<file path="src/ats_pkg.sv">
// Package for the conversion trigger select block: register map, field
// positions, reset values and the trigger select codes.
// Assumes a 32-bit APB slave port with byte addresses on paddr.
package ats_pkg;

  // Address width of the register port.
  localparam int ATS_ADDR_W = 12;

  // Register byte offsets.
  localparam logic [11:0] ATS_OFF_TRIG_CTRL   = 12'h000;
  localparam logic [11:0] ATS_OFF_RESULT_HIGH = 12'h004;
  localparam logic [11:0] ATS_OFF_CONV_CTRL   = 12'h008;
  localparam logic [11:0] ATS_OFF_STATUS      = 12'h00C;

  // Trigger control field: select code in bits 7 to 4, bits 3 to 0 unused.
  localparam int ATS_SEL_LSB = 4;
  localparam int ATS_SEL_MSB = 7;
  localparam int ATS_SEL_W   = 4;
  localparam int ATS_REG_W   = 8;

  // Conversion control bits.
  localparam int ATS_CC_EN_BIT    = 0;
  localparam int ATS_CC_FMT_BIT   = 1;
  localparam int ATS_CC_START_BIT = 2;

  // Status bits.
  localparam int ATS_ST_BUSY_BIT = 0;
  localparam int ATS_ST_MISS_BIT = 1;

  // Reset values.
  localparam logic [7:0] ATS_TRIG_CTRL_RST   = 8'h00;
  localparam logic [7:0] ATS_RESULT_HIGH_RST = 8'h00;
  localparam logic [7:0] ATS_CONV_CTRL_RST   = 8'h00;

  // Conversion result layout.
  localparam int ATS_RES_W       = 10;
  localparam int ATS_RES_HI_MSB  = 9;
  localparam int ATS_RES_HI_LSB  = 2;
  localparam int ATS_RES_RJ_W    = 2;
  localparam int ATS_NUM_SRC     = 16;

  // Trigger select codes.
  typedef enum logic [3:0] {
    ATS_SEL_NONE   = 4'h0,
    ATS_SEL_CCU1   = 4'h1,
    ATS_SEL_CCU2   = 4'h2,
    ATS_SEL_TMR0   = 4'h3,
    ATS_SEL_TMR1   = 4'h4,
    ATS_SEL_TMR2   = 4'h5,
    ATS_SEL_CMP1   = 4'h6,
    ATS_SEL_CMP2   = 4'h7,
    ATS_SEL_LC1    = 4'h8,
    ATS_SEL_LC2    = 4'h9,
    ATS_SEL_LC3    = 4'hA,
    ATS_SEL_LC4    = 4'hB,
    ATS_SEL_TMR4   = 4'hC,
    ATS_SEL_TMR6   = 4'hD,
    ATS_SEL_RSVD_E = 4'hE,
    ATS_SEL_RSVD_F = 4'hF
  } ats_trig_sel_t;

endpackage : ats_pkg

</file>
<file path="src/ats_trigger_select.sv">
// Conversion trigger select block: picks one of thirteen on-chip events whose
// rising edge starts a conversion, and holds the upper result byte.
// Assumes all event inputs and the converter handshake are synchronous to
// pclk, and that software reaches the registers over APB with 32-bit data.
//
// Chosen here: the register offsets and the APB interface to the registers.
`timescale 1ns/10ps

module ats_trigger_select
  import ats_pkg::*;
(
  input  wire logic                  pclk,
  input  wire logic                  presetn,
  input  wire logic                  psel,
  input  wire logic                  penable,
  input  wire logic                  pwrite,
  input  wire logic [ATS_ADDR_W-1:0] paddr,
  input  wire logic [31:0]           pwdata,
  input  wire logic [3:0]            pstrb,
  output logic      [31:0]           prdata,
  output logic                       pready,
  output logic                       pslverr,
  input  wire logic                  capture_compare_unit1,
  input  wire logic                  capture_compare_unit2,
  input  wire logic                  timer0_overflow,
  input  wire logic                  timer1_overflow,
  input  wire logic                  timer2_period_match,
  input  wire logic                  comparator1_synced_output,
  input  wire logic                  comparator2_synced_output,
  input  wire logic                  logic_cell1_output,
  input  wire logic                  logic_cell2_output,
  input  wire logic                  logic_cell3_output,
  input  wire logic                  logic_cell4_output,
  input  wire logic                  timer4_period_match,
  input  wire logic                  timer6_period_match,
  input  wire logic                  conv_busy,
  input  wire logic                  conv_done,
  input  wire logic [ATS_RES_W-1:0]  conversion_result,
  output logic                       conv_start,
  output logic                       timer0_flag_set,
  output logic                       timer1_flag_set,
  output logic                       converter_enable,
  output logic                       result_format_select
);

  // Registers and their next values.
  logic [ATS_SEL_W-1:0]   trig_sel_ff;
  logic [ATS_REG_W-1:0]   result_high_ff;
  logic                   conv_en_ff;
  logic                   fmt_ff;
  logic                   missed_ff;
  logic                   nxt_missed;
  logic [ATS_NUM_SRC-1:0] src_prev_ff;
  logic                   conv_start_ff;
  logic                   nxt_conv_start;
  logic                   tmr0_set_ff;
  logic                   tmr1_set_ff;
  logic [31:0]            prdata_ff;
  logic [31:0]            nxt_prdata;

  // Combinational helpers.
  logic [ATS_NUM_SRC-1:0] src_vec;
  logic [ATS_NUM_SRC-1:0] src_rise;
  logic                   sel_rise;
  logic                   auto_req;
  logic                   soft_req;
  logic                   start_req;
  logic                   wr_en;
  logic                   setup_rd;
  logic                   addr_hit;
  logic                   lane0_wr;

  // Picks one bit of the source vector by select code.
  function automatic logic ats_pick(input logic [ATS_NUM_SRC-1:0] vec,
                                    input logic [ATS_SEL_W-1:0]   sel);
    logic bit_out;
    bit_out = 1'b0;
    case (sel)
      ATS_SEL_NONE:   bit_out = 1'b0;
      ATS_SEL_RSVD_E: bit_out = 1'b0;
      ATS_SEL_RSVD_F: bit_out = 1'b0;
      default:        bit_out = vec[sel];
    endcase
    return bit_out;
  endfunction : ats_pick

  // Tells whether an address maps onto one of the four registers.
  function automatic logic ats_mapped(input logic [ATS_ADDR_W-1:0] addr);
    logic hit;
    hit = 1'b0;
    case (addr)
      ATS_OFF_TRIG_CTRL:   hit = 1'b1;
      ATS_OFF_RESULT_HIGH: hit = 1'b1;
      ATS_OFF_CONV_CTRL:   hit = 1'b1;
      ATS_OFF_STATUS:      hit = 1'b1;
      default:             hit = 1'b0;
    endcase
    return hit;
  endfunction : ats_mapped

  // Gathers the event sources into one vector indexed by select code.
  always_comb begin
    src_vec                 = '0;
    src_vec[ATS_SEL_CCU1]   = capture_compare_unit1;
    src_vec[ATS_SEL_CCU2]   = capture_compare_unit2;
    src_vec[ATS_SEL_TMR0]   = timer0_overflow;
    src_vec[ATS_SEL_TMR1]   = timer1_overflow;
    src_vec[ATS_SEL_TMR2]   = timer2_period_match;
    src_vec[ATS_SEL_CMP1]   = comparator1_synced_output;
    src_vec[ATS_SEL_CMP2]   = comparator2_synced_output;
    src_vec[ATS_SEL_LC1]    = logic_cell1_output;
    src_vec[ATS_SEL_LC2]    = logic_cell2_output;
    src_vec[ATS_SEL_LC3]    = logic_cell3_output;
    src_vec[ATS_SEL_LC4]    = logic_cell4_output;
    src_vec[ATS_SEL_TMR4]   = timer4_period_match;
    src_vec[ATS_SEL_TMR6]   = timer6_period_match;
  end

  // One edge detector per source, so a change of select never fakes an edge.
  genvar gi;
  generate
    for (gi = 0; gi < ATS_NUM_SRC; gi++) begin : g_edge
      // Holds the previous level of this source.
      always_ff @(posedge pclk or negedge presetn) begin
        if (!presetn) begin
          src_prev_ff[gi] <= 1'b0;
        end else begin
          src_prev_ff[gi] <= src_vec[gi];
        end
      end
      // A rise is high now and low one cycle earlier.
      assign src_rise[gi] = src_vec[gi] & ~src_prev_ff[gi];
    end
  endgenerate

  // Selected edge and the start decision.
  assign sel_rise  = ats_pick(src_rise, trig_sel_ff);
  assign auto_req  = sel_rise & conv_en_ff & ~conv_busy;
  assign soft_req  = wr_en & (paddr == ATS_OFF_CONV_CTRL) & lane0_wr
                     & pwdata[ATS_CC_START_BIT] & conv_en_ff & ~conv_busy;
  assign start_req = auto_req | soft_req;

  // Start pulse goes out one cycle after the edge or the write.
  always_comb begin
    nxt_conv_start = start_req;
  end

  // Registered start pulse to the conversion engine.
  always_ff @(posedge pclk or negedge presetn) begin
    if (!presetn) begin
      conv_start_ff <= 1'b0;
    end else begin
      conv_start_ff <= nxt_conv_start;
    end
  end

  // Timer overflow as trigger also raises the timer's interrupt flag.
  always_ff @(posedge pclk or negedge presetn) begin
    if (!presetn) begin
      tmr0_set_ff <= 1'b0;
      tmr1_set_ff <= 1'b0;
    end else begin
      tmr0_set_ff <= sel_rise & (trig_sel_ff == ATS_SEL_TMR0);
      tmr1_set_ff <= sel_rise & (trig_sel_ff == ATS_SEL_TMR1);
    end
  end

  // An edge that arrives while busy or disabled is dropped and recorded.
  // A new miss in the clearing cycle wins over the clear.
  always_comb begin
    nxt_missed = missed_ff;
    if (wr_en && (paddr == ATS_OFF_STATUS) && lane0_wr
        && pwdata[ATS_ST_MISS_BIT]) begin
      nxt_missed = 1'b0;
    end
    if (sel_rise && !auto_req) begin
      nxt_missed = 1'b1;
    end
  end

  // Sticky missed-trigger flag.
  always_ff @(posedge pclk or negedge presetn) begin
    if (!presetn) begin
      missed_ff <= 1'b0;
    end else begin
      missed_ff <= nxt_missed;
    end
  end

  // APB decode: write at the access edge, read data captured at setup.
  assign addr_hit = ats_mapped(paddr);
  assign wr_en    = psel & penable & pwrite & addr_hit;
  assign setup_rd = psel & ~penable & ~pwrite;
  assign lane0_wr = pstrb[0];
  assign pready   = 1'b1;
  assign pslverr  = psel & penable & ~addr_hit;

  // Trigger select register; only bits 7..4 are stored.
  always_ff @(posedge pclk or negedge presetn) begin
    if (!presetn) begin
      trig_sel_ff <= ATS_TRIG_CTRL_RST[ATS_SEL_MSB:ATS_SEL_LSB];
    end else if (wr_en && (paddr == ATS_OFF_TRIG_CTRL) && lane0_wr) begin
      trig_sel_ff <= pwdata[ATS_SEL_MSB:ATS_SEL_LSB];
    end
  end

  // Converter enable and result format bits.
  always_ff @(posedge pclk or negedge presetn) begin
    if (!presetn) begin
      conv_en_ff <= ATS_CONV_CTRL_RST[ATS_CC_EN_BIT];
      fmt_ff     <= ATS_CONV_CTRL_RST[ATS_CC_FMT_BIT];
    end else if (wr_en && (paddr == ATS_OFF_CONV_CTRL) && lane0_wr) begin
      conv_en_ff <= pwdata[ATS_CC_EN_BIT];
      fmt_ff     <= pwdata[ATS_CC_FMT_BIT];
    end
  end

  // Result high byte: the finished conversion wins over a software write.
  always_ff @(posedge pclk or negedge presetn) begin
    if (!presetn) begin
      result_high_ff <= ATS_RESULT_HIGH_RST;
    end else if (conv_done) begin
      if (!fmt_ff) begin
        result_high_ff <= conversion_result[ATS_RES_HI_MSB:ATS_RES_HI_LSB];
      end else begin
        result_high_ff <= {{(ATS_REG_W-ATS_RES_RJ_W){1'b0}},
                           conversion_result[ATS_RES_W-1:ATS_RES_HI_LSB+
                                             (ATS_REG_W-ATS_RES_RJ_W)]};
      end
    end else if (wr_en && (paddr == ATS_OFF_RESULT_HIGH) && lane0_wr) begin
      result_high_ff <= pwdata[ATS_REG_W-1:0];
    end
  end

  // Read data mux; unused bits above the register width read as zero.
  always_comb begin
    nxt_prdata = '0;
    case (paddr)
      ATS_OFF_TRIG_CTRL: begin
        nxt_prdata[ATS_SEL_MSB:ATS_SEL_LSB] = trig_sel_ff;
      end
      ATS_OFF_RESULT_HIGH: begin
        nxt_prdata[ATS_REG_W-1:0] = result_high_ff;
      end
      ATS_OFF_CONV_CTRL: begin
        nxt_prdata[ATS_CC_EN_BIT]  = conv_en_ff;
        nxt_prdata[ATS_CC_FMT_BIT] = fmt_ff;
      end
      ATS_OFF_STATUS: begin
        nxt_prdata[ATS_ST_BUSY_BIT] = conv_busy;
        nxt_prdata[ATS_ST_MISS_BIT] = missed_ff;
      end
      default: begin
        nxt_prdata = '0;
      end
    endcase
  end

  // Read data register, loaded in the setup cycle of a read.
  always_ff @(posedge pclk or negedge presetn) begin
    if (!presetn) begin
      prdata_ff <= '0;
    end else if (setup_rd) begin
      prdata_ff <= nxt_prdata;
    end
  end

  // Outputs.
  assign prdata               = prdata_ff;
  assign conv_start           = conv_start_ff;
  assign timer0_flag_set      = tmr0_set_ff;
  assign timer1_flag_set      = tmr1_set_ff;
  assign converter_enable     = conv_en_ff;
  assign result_format_select = fmt_ff;

endmodule : ats_trigger_select

</file>
<file path="config.mk">
export PLATFORM = sky130hd
export DESIGN_NAME = ats_trigger_select
export DESIGN_NICKNAME = d
export VERILOG_FILES = /design/src/ats_pkg.sv /design/src/ats_trigger_select.sv
export SDC_FILE = /design/constraint.sdc
export NUM_CORES = 1
export LEC_CHECK = 0
export ABC_CLOCK_PERIOD_IN_PS = 1900
export BUFFER_PORTS_ARGS = -buffer_cell sky130_fd_sc_hd__clkbuf_2
export CORE_MARGIN = 2
export CORE_UTILIZATION = 44
export DETAILED_ROUTE_END_ITERATION = 10
export PLACE_DENSITY_LB_ADDON = 0.3
export SYNTH_ARGS = -nofsm -noshare
export SYNTH_HDL_FRONTEND = slang
export SYNTH_SLANG_ARGS = --single-unit
</file>
<file path="constraint.sdc">
create_clock -name pclk -period 1.9 [get_ports pclk]
set_clock_uncertainty 0.05 [all_clocks]
set_input_delay 0.285 -clock pclk [delete_from_list [all_inputs] [get_ports pclk]]
set_output_delay 0.285 -clock pclk [all_outputs]
set_load 0.02 [all_outputs]
</file>
==> results by stage <==
CTS:
- The buffer levels on the longest clock path is 2.
- The cell at the root of the clock tree is sky130_fd_sc_hd__clkbuf_8.
- The clock edge transition at the registers on the reported setup and hold paths is 0.07 ns.
- The number of setup buffers added after CTS is 0.
- The tree built by TritonCTS fans out to 39 sinks.
- TritonCTS built the clock tree.
- After clock tree synthesis, the repair step resized 0 gates.
- The number of hold buffers added after CTS was 0.
- TritonCTS created 5 clock buffers.
- The clock network latency to the later pin of the worst-skew pair is about 0.29 ns.
- The H-tree was split into 2 levels.

Global route:
- The first-pass GRT wire length is just under 7000 um.
- The largest net degree at the start of global routing is 40.
- The overall track demand over capacity in global routing is roughly 17%.
- The number of global-route vias before repair is roughly 1500.
- The initial antenna violation count was 0.
- After global routing the overflow that remains totals 0.

Power and ir drop:
- The cell area power density is around 710 nW/um^2.
- The register share of total power is 49.6%.
- The share of total power dissipated in the clock network is between 30% and 40%.
- The logic gate share of total power is 11.1%.
- Of the total power, the share spent switching nets is 24.5%.
- The total net switching power is approximately 0.00043 W.
- VDD sags by at most around 0.5 mV.
- The total power is 0.00174 W.
- The static leakage power is ~1.2 nW.
- The internal power consumption is approximately 0.0013 W.

Floorplan:
- In this run the horizontal extent of the chip is 72.4 um.
- In this run the standard cell core region covers between 4000 and 5000 um^2.
- For this configuration, the core starts out at a cell density of 46.3%.
- The area of the die is between 5000 and 6000 um^2.
- In this run the count of I/O pins placed on the die edge is between 100 and 150.
- The total number of placement rows is 24.
- The die is a little over 70 um tall.

Synth:
- The most common cell in the netlist is sky130_fd_sc_hd__dfrtp_1.
- The average cell area after synthesis is approximately 10 um^2.
- The count of flip-flops with a built-in enable after synthesis is 0.
- By count the netlist is led by sky130_fd_sc_hd__dfrtp_1, sky130_fd_sc_hd__buf_4, sky130_fd_sc_hd__inv_1.
- After synthesis, flip-flops and latches occupy 47.4% of the total area.
- After synthesis the netlist holds a flip-flop and latch count of 39.
- The most used flip-flop cell after synthesis is sky130_fd_sc_hd__dfrtp_1.
- The count of distinct cell types in the synthesized netlist is 48.
- After synthesis, the cell types taking the most area are sky130_fd_sc_hd__dfrtp_1, sky130_fd_sc_hd__buf_4, sky130_fd_sc_hd__mux2i_1.
- The gate count after technology mapping is about 200.
- The share of Yosys cell area claimed by the top area cell type is 47.4%.
- In this run the cell area of the synthesized design comes to 2060 um^2.
- The cell taking the most area after synthesis is sky130_fd_sc_hd__dfrtp_1.
- After synthesis, the share of flip-flops with an asynchronous set or reset is 100%.
- The yosys synthesis warning count is 0.

Timing:
- The fraction of the cycle the final worst path needs is between 90% and 100%.
- Setup repair after global routing left no endpoint under its margin.
- The hold violation total from the final report is 21.
- The final-report setup violation count is 0.
- The clock period minus worst slack is 1.77 ns.
- The final max-slew violation count is 0.
- For the final routed database, the setup TNS stands at 0 ns.
- Final hold analysis gives a worst-case slack of -0.0130 ns.
- For this run, the top clock speed supported by timing is around 560 MHz.

Drt:
- The number of optimization iterations in the first detailed-route pass is 4.
- For this block, the initial DRC count from the detailed router was ~120.
- The total wirelength of the detailed-routed design is roughly 4400 um.
- Across all layers, the routed design uses 1639 vias.
- After detailed routing, the number of remaining DRC violations is 0.
- The average vias per placed instance is between 5 and 6.
- In this run the remaining antenna-violating nets after routing total 0.
- Dividing the detail-routed wire length by the instance count gives between 10 and 15 um.

Place:
- Port buffering added 62 buffers.
- The placed wire-length estimate after detailed placement is ~3300 um.
- The global placer's final weighted congestion is about 0.75.
- The placed instance count is between 300 and 400.
- Once placement finished, the instance area stood at 2340 um^2.

Setup path:
- The family with the most delay on the worst path is simple AND/OR/NAND/NOR gates.
- The startpoint type of the worst setup path is an input port.
- The data required time of the worst path is about 1.6 ns.
- The largest individual stage delay along the critical path comes from the cell sky130_fd_sc_hd__nor4_2.
- STA classifies the critical path endpoint as an output pin.
- The signal on the critical path passes through clkbuf_2 -> nor4_2 -> nand3_2 -> buf_4 -> and3_1 -> clkbuf_2.
- The start point of the critical path is paddr[11].
- The slack of the worst reg-to-reg path is about 0.25 ns.
- The maximum fanout encountered on the critical timing path is 22.
- In this run the critical register-to-register path is launched from trig_sel_ff[0].
- The buffer and inverter count on the worst path is 3.
- At the worst endpoint, the arrival time is between 1 and 1.5 ns.
- The startpoint-to-endpoint class of the critical path is input port to output pin.
- For this run, the slowest stage of the critical path takes approximately 0.34 ns.
- The most frequent cell on the critical path is sky130_fd_sc_hd__clkbuf_2.

Layout:
- For this run, the post-layout net count is 346.
- In the final layout, the share of cells above drive strength 1 is a little under a third.
- Compared with the post-synthesis result, the final layout area differs by 19.3%.
- Excluding fillers, the count of instances in the completed layout stands at 321.
- The repair_antennas step left the layout with diodes totalling 0.
- The final design instance area without fill is 2450 um^2.
- At the end of the flow the core is filled with cells to 55.2%.

Outcome:
- The checks that failed: negative hold slack.
- The flow ran to the end, but the final reports show violations.

Job:
- The max-cap check violation count is 0.

Hold path:
- The type of the most critical hold path is input port to asynchronous set/reset pin.
-- through the flow --
| step | worst slack (ns) | hold slack (ns) |
|---|---|---|
| finish | 0.128 | -0.0130 |
| global route | 0.0761 | 0.0291 |
| CTS | 0.140 | 0.00842 |
| detailed placement | 0.0970 | 0.317 |
| global placement | 0.115 | 0.318 |
| floorplan | 0.309 | -0.0606 |
-- power by group through the flow --
stage	combinational (W)	clock, W	sequential [W]
floorplan	0.000140	0	0.000877
global placement	0.000192	0	0.000879
detailed placement	0.000194	0	0.000880
CTS	0.000195	0.000697	0.000863
global route	0.000214	0.000734	0.000865
finish	0.000194	0.000683	0.000863
-- worst reg2reg max path, stage by stage (launching register included) --
cell and delay (ns):
sky130_fd_sc_hd__dfrtp_1 0.42, sky130_fd_sc_hd__o311a_1 0.36, sky130_fd_sc_hd__o311a_1 0.37, sky130_fd_sc_hd__o41ai_1 0.35
-- logic make-up (layout without fill, tap and decap cells) --
kind of cell | after synthesis | after routing | synth area share (%)
AO/OA/AOI/OAI | 45 | 45 | 14.7
buffers and inverters | 48 | 91 | 13.7
flip-flops | 39 | 39 | 47.4
multiplexers | 11 | 11 | 5.71
other | 2 | 25 | 0.365
AND/OR/NAND/NOR | 58 | 58 | 18.1
-- final cells by class --
| type | instances | area [um^2] |
|---|---|---|
| repair buffers | 69 | 363 |
| clock buffers | 5 | 68.8 |
| fillers | 426 | 1990 |
| flip-flops and latches | 39 | 976 |
| multi-input cells | 139 | 886 |
| well taps | 52 | 65.1 |
| clock inverters | 3 | 43.8 |
| inverters | 14 | 52.6 |
-- routing by layer --
| metal | wire length [um] | up-vias | global-route usage, % |
|---|---|---|---|
| li1 | - | 806 | - |
| met1 | 1950 | 759 | 23.0 |
| met2 | 2070 | 70 | 27.0 |
| met3 | 309 | 4 | 4.86 |
| met4 | 48 | 0 | 5.14 |
| met5 | 0 | - | 0 |
-- registers in the layout, indices dropped and copies added, names as in the netlist --
register              count
converter_enable          1
result_format_select      1
conv_start                1
src_prev_ff              13
result_high_ff            8
missed_ff                 1
prdata                    8
trig_sel_ff               4
timer1_flag_set           1
timer0_flag_set           1
-- final timing paths --
check / to / depth (start not counted)
worst max-delay path: pslverr / 6
worst min-delay path: src_prev_ff[11] / 2
worst max register to register: conv_start / 3
worst min register to register: prdata[1] / 2
max in group asynchronous: prdata[3] / 2
min in group pclk: src_prev_ff[1] / 1
-- cell usage in the layout, fill, tap and decap left out, drive strengths merged, types with 3 or more instances in the layout --
| master | synthesis | routed |
|---|---|---|
| clkbuf | 7 | 67 |
| dfrtp | 39 | 39 |
| conb | 2 | 25 |
| o21ai | 14 | 14 |
| inv | 13 | 13 |
| nand2 | 11 | 11 |
| a31oi | 7 | 7 |
| or3 | 7 | 7 |
| buf | 27 | 7 |
| nor2 | 6 | 6 |
| mux2 | 6 | 6 |
| mux2i | 5 | 5 |
| nor3 | 4 | 4 |
| nor2b | 4 | 4 |
| o31ai | 4 | 4 |
| a21oi | 4 | 4 |
| nand3 | 4 | 4 |
| a211oi | 3 | 3 |
| nor4 | 3 | 3 |
| clkinv | 1 | 3 |
Power figures use the tool's default switching activity.
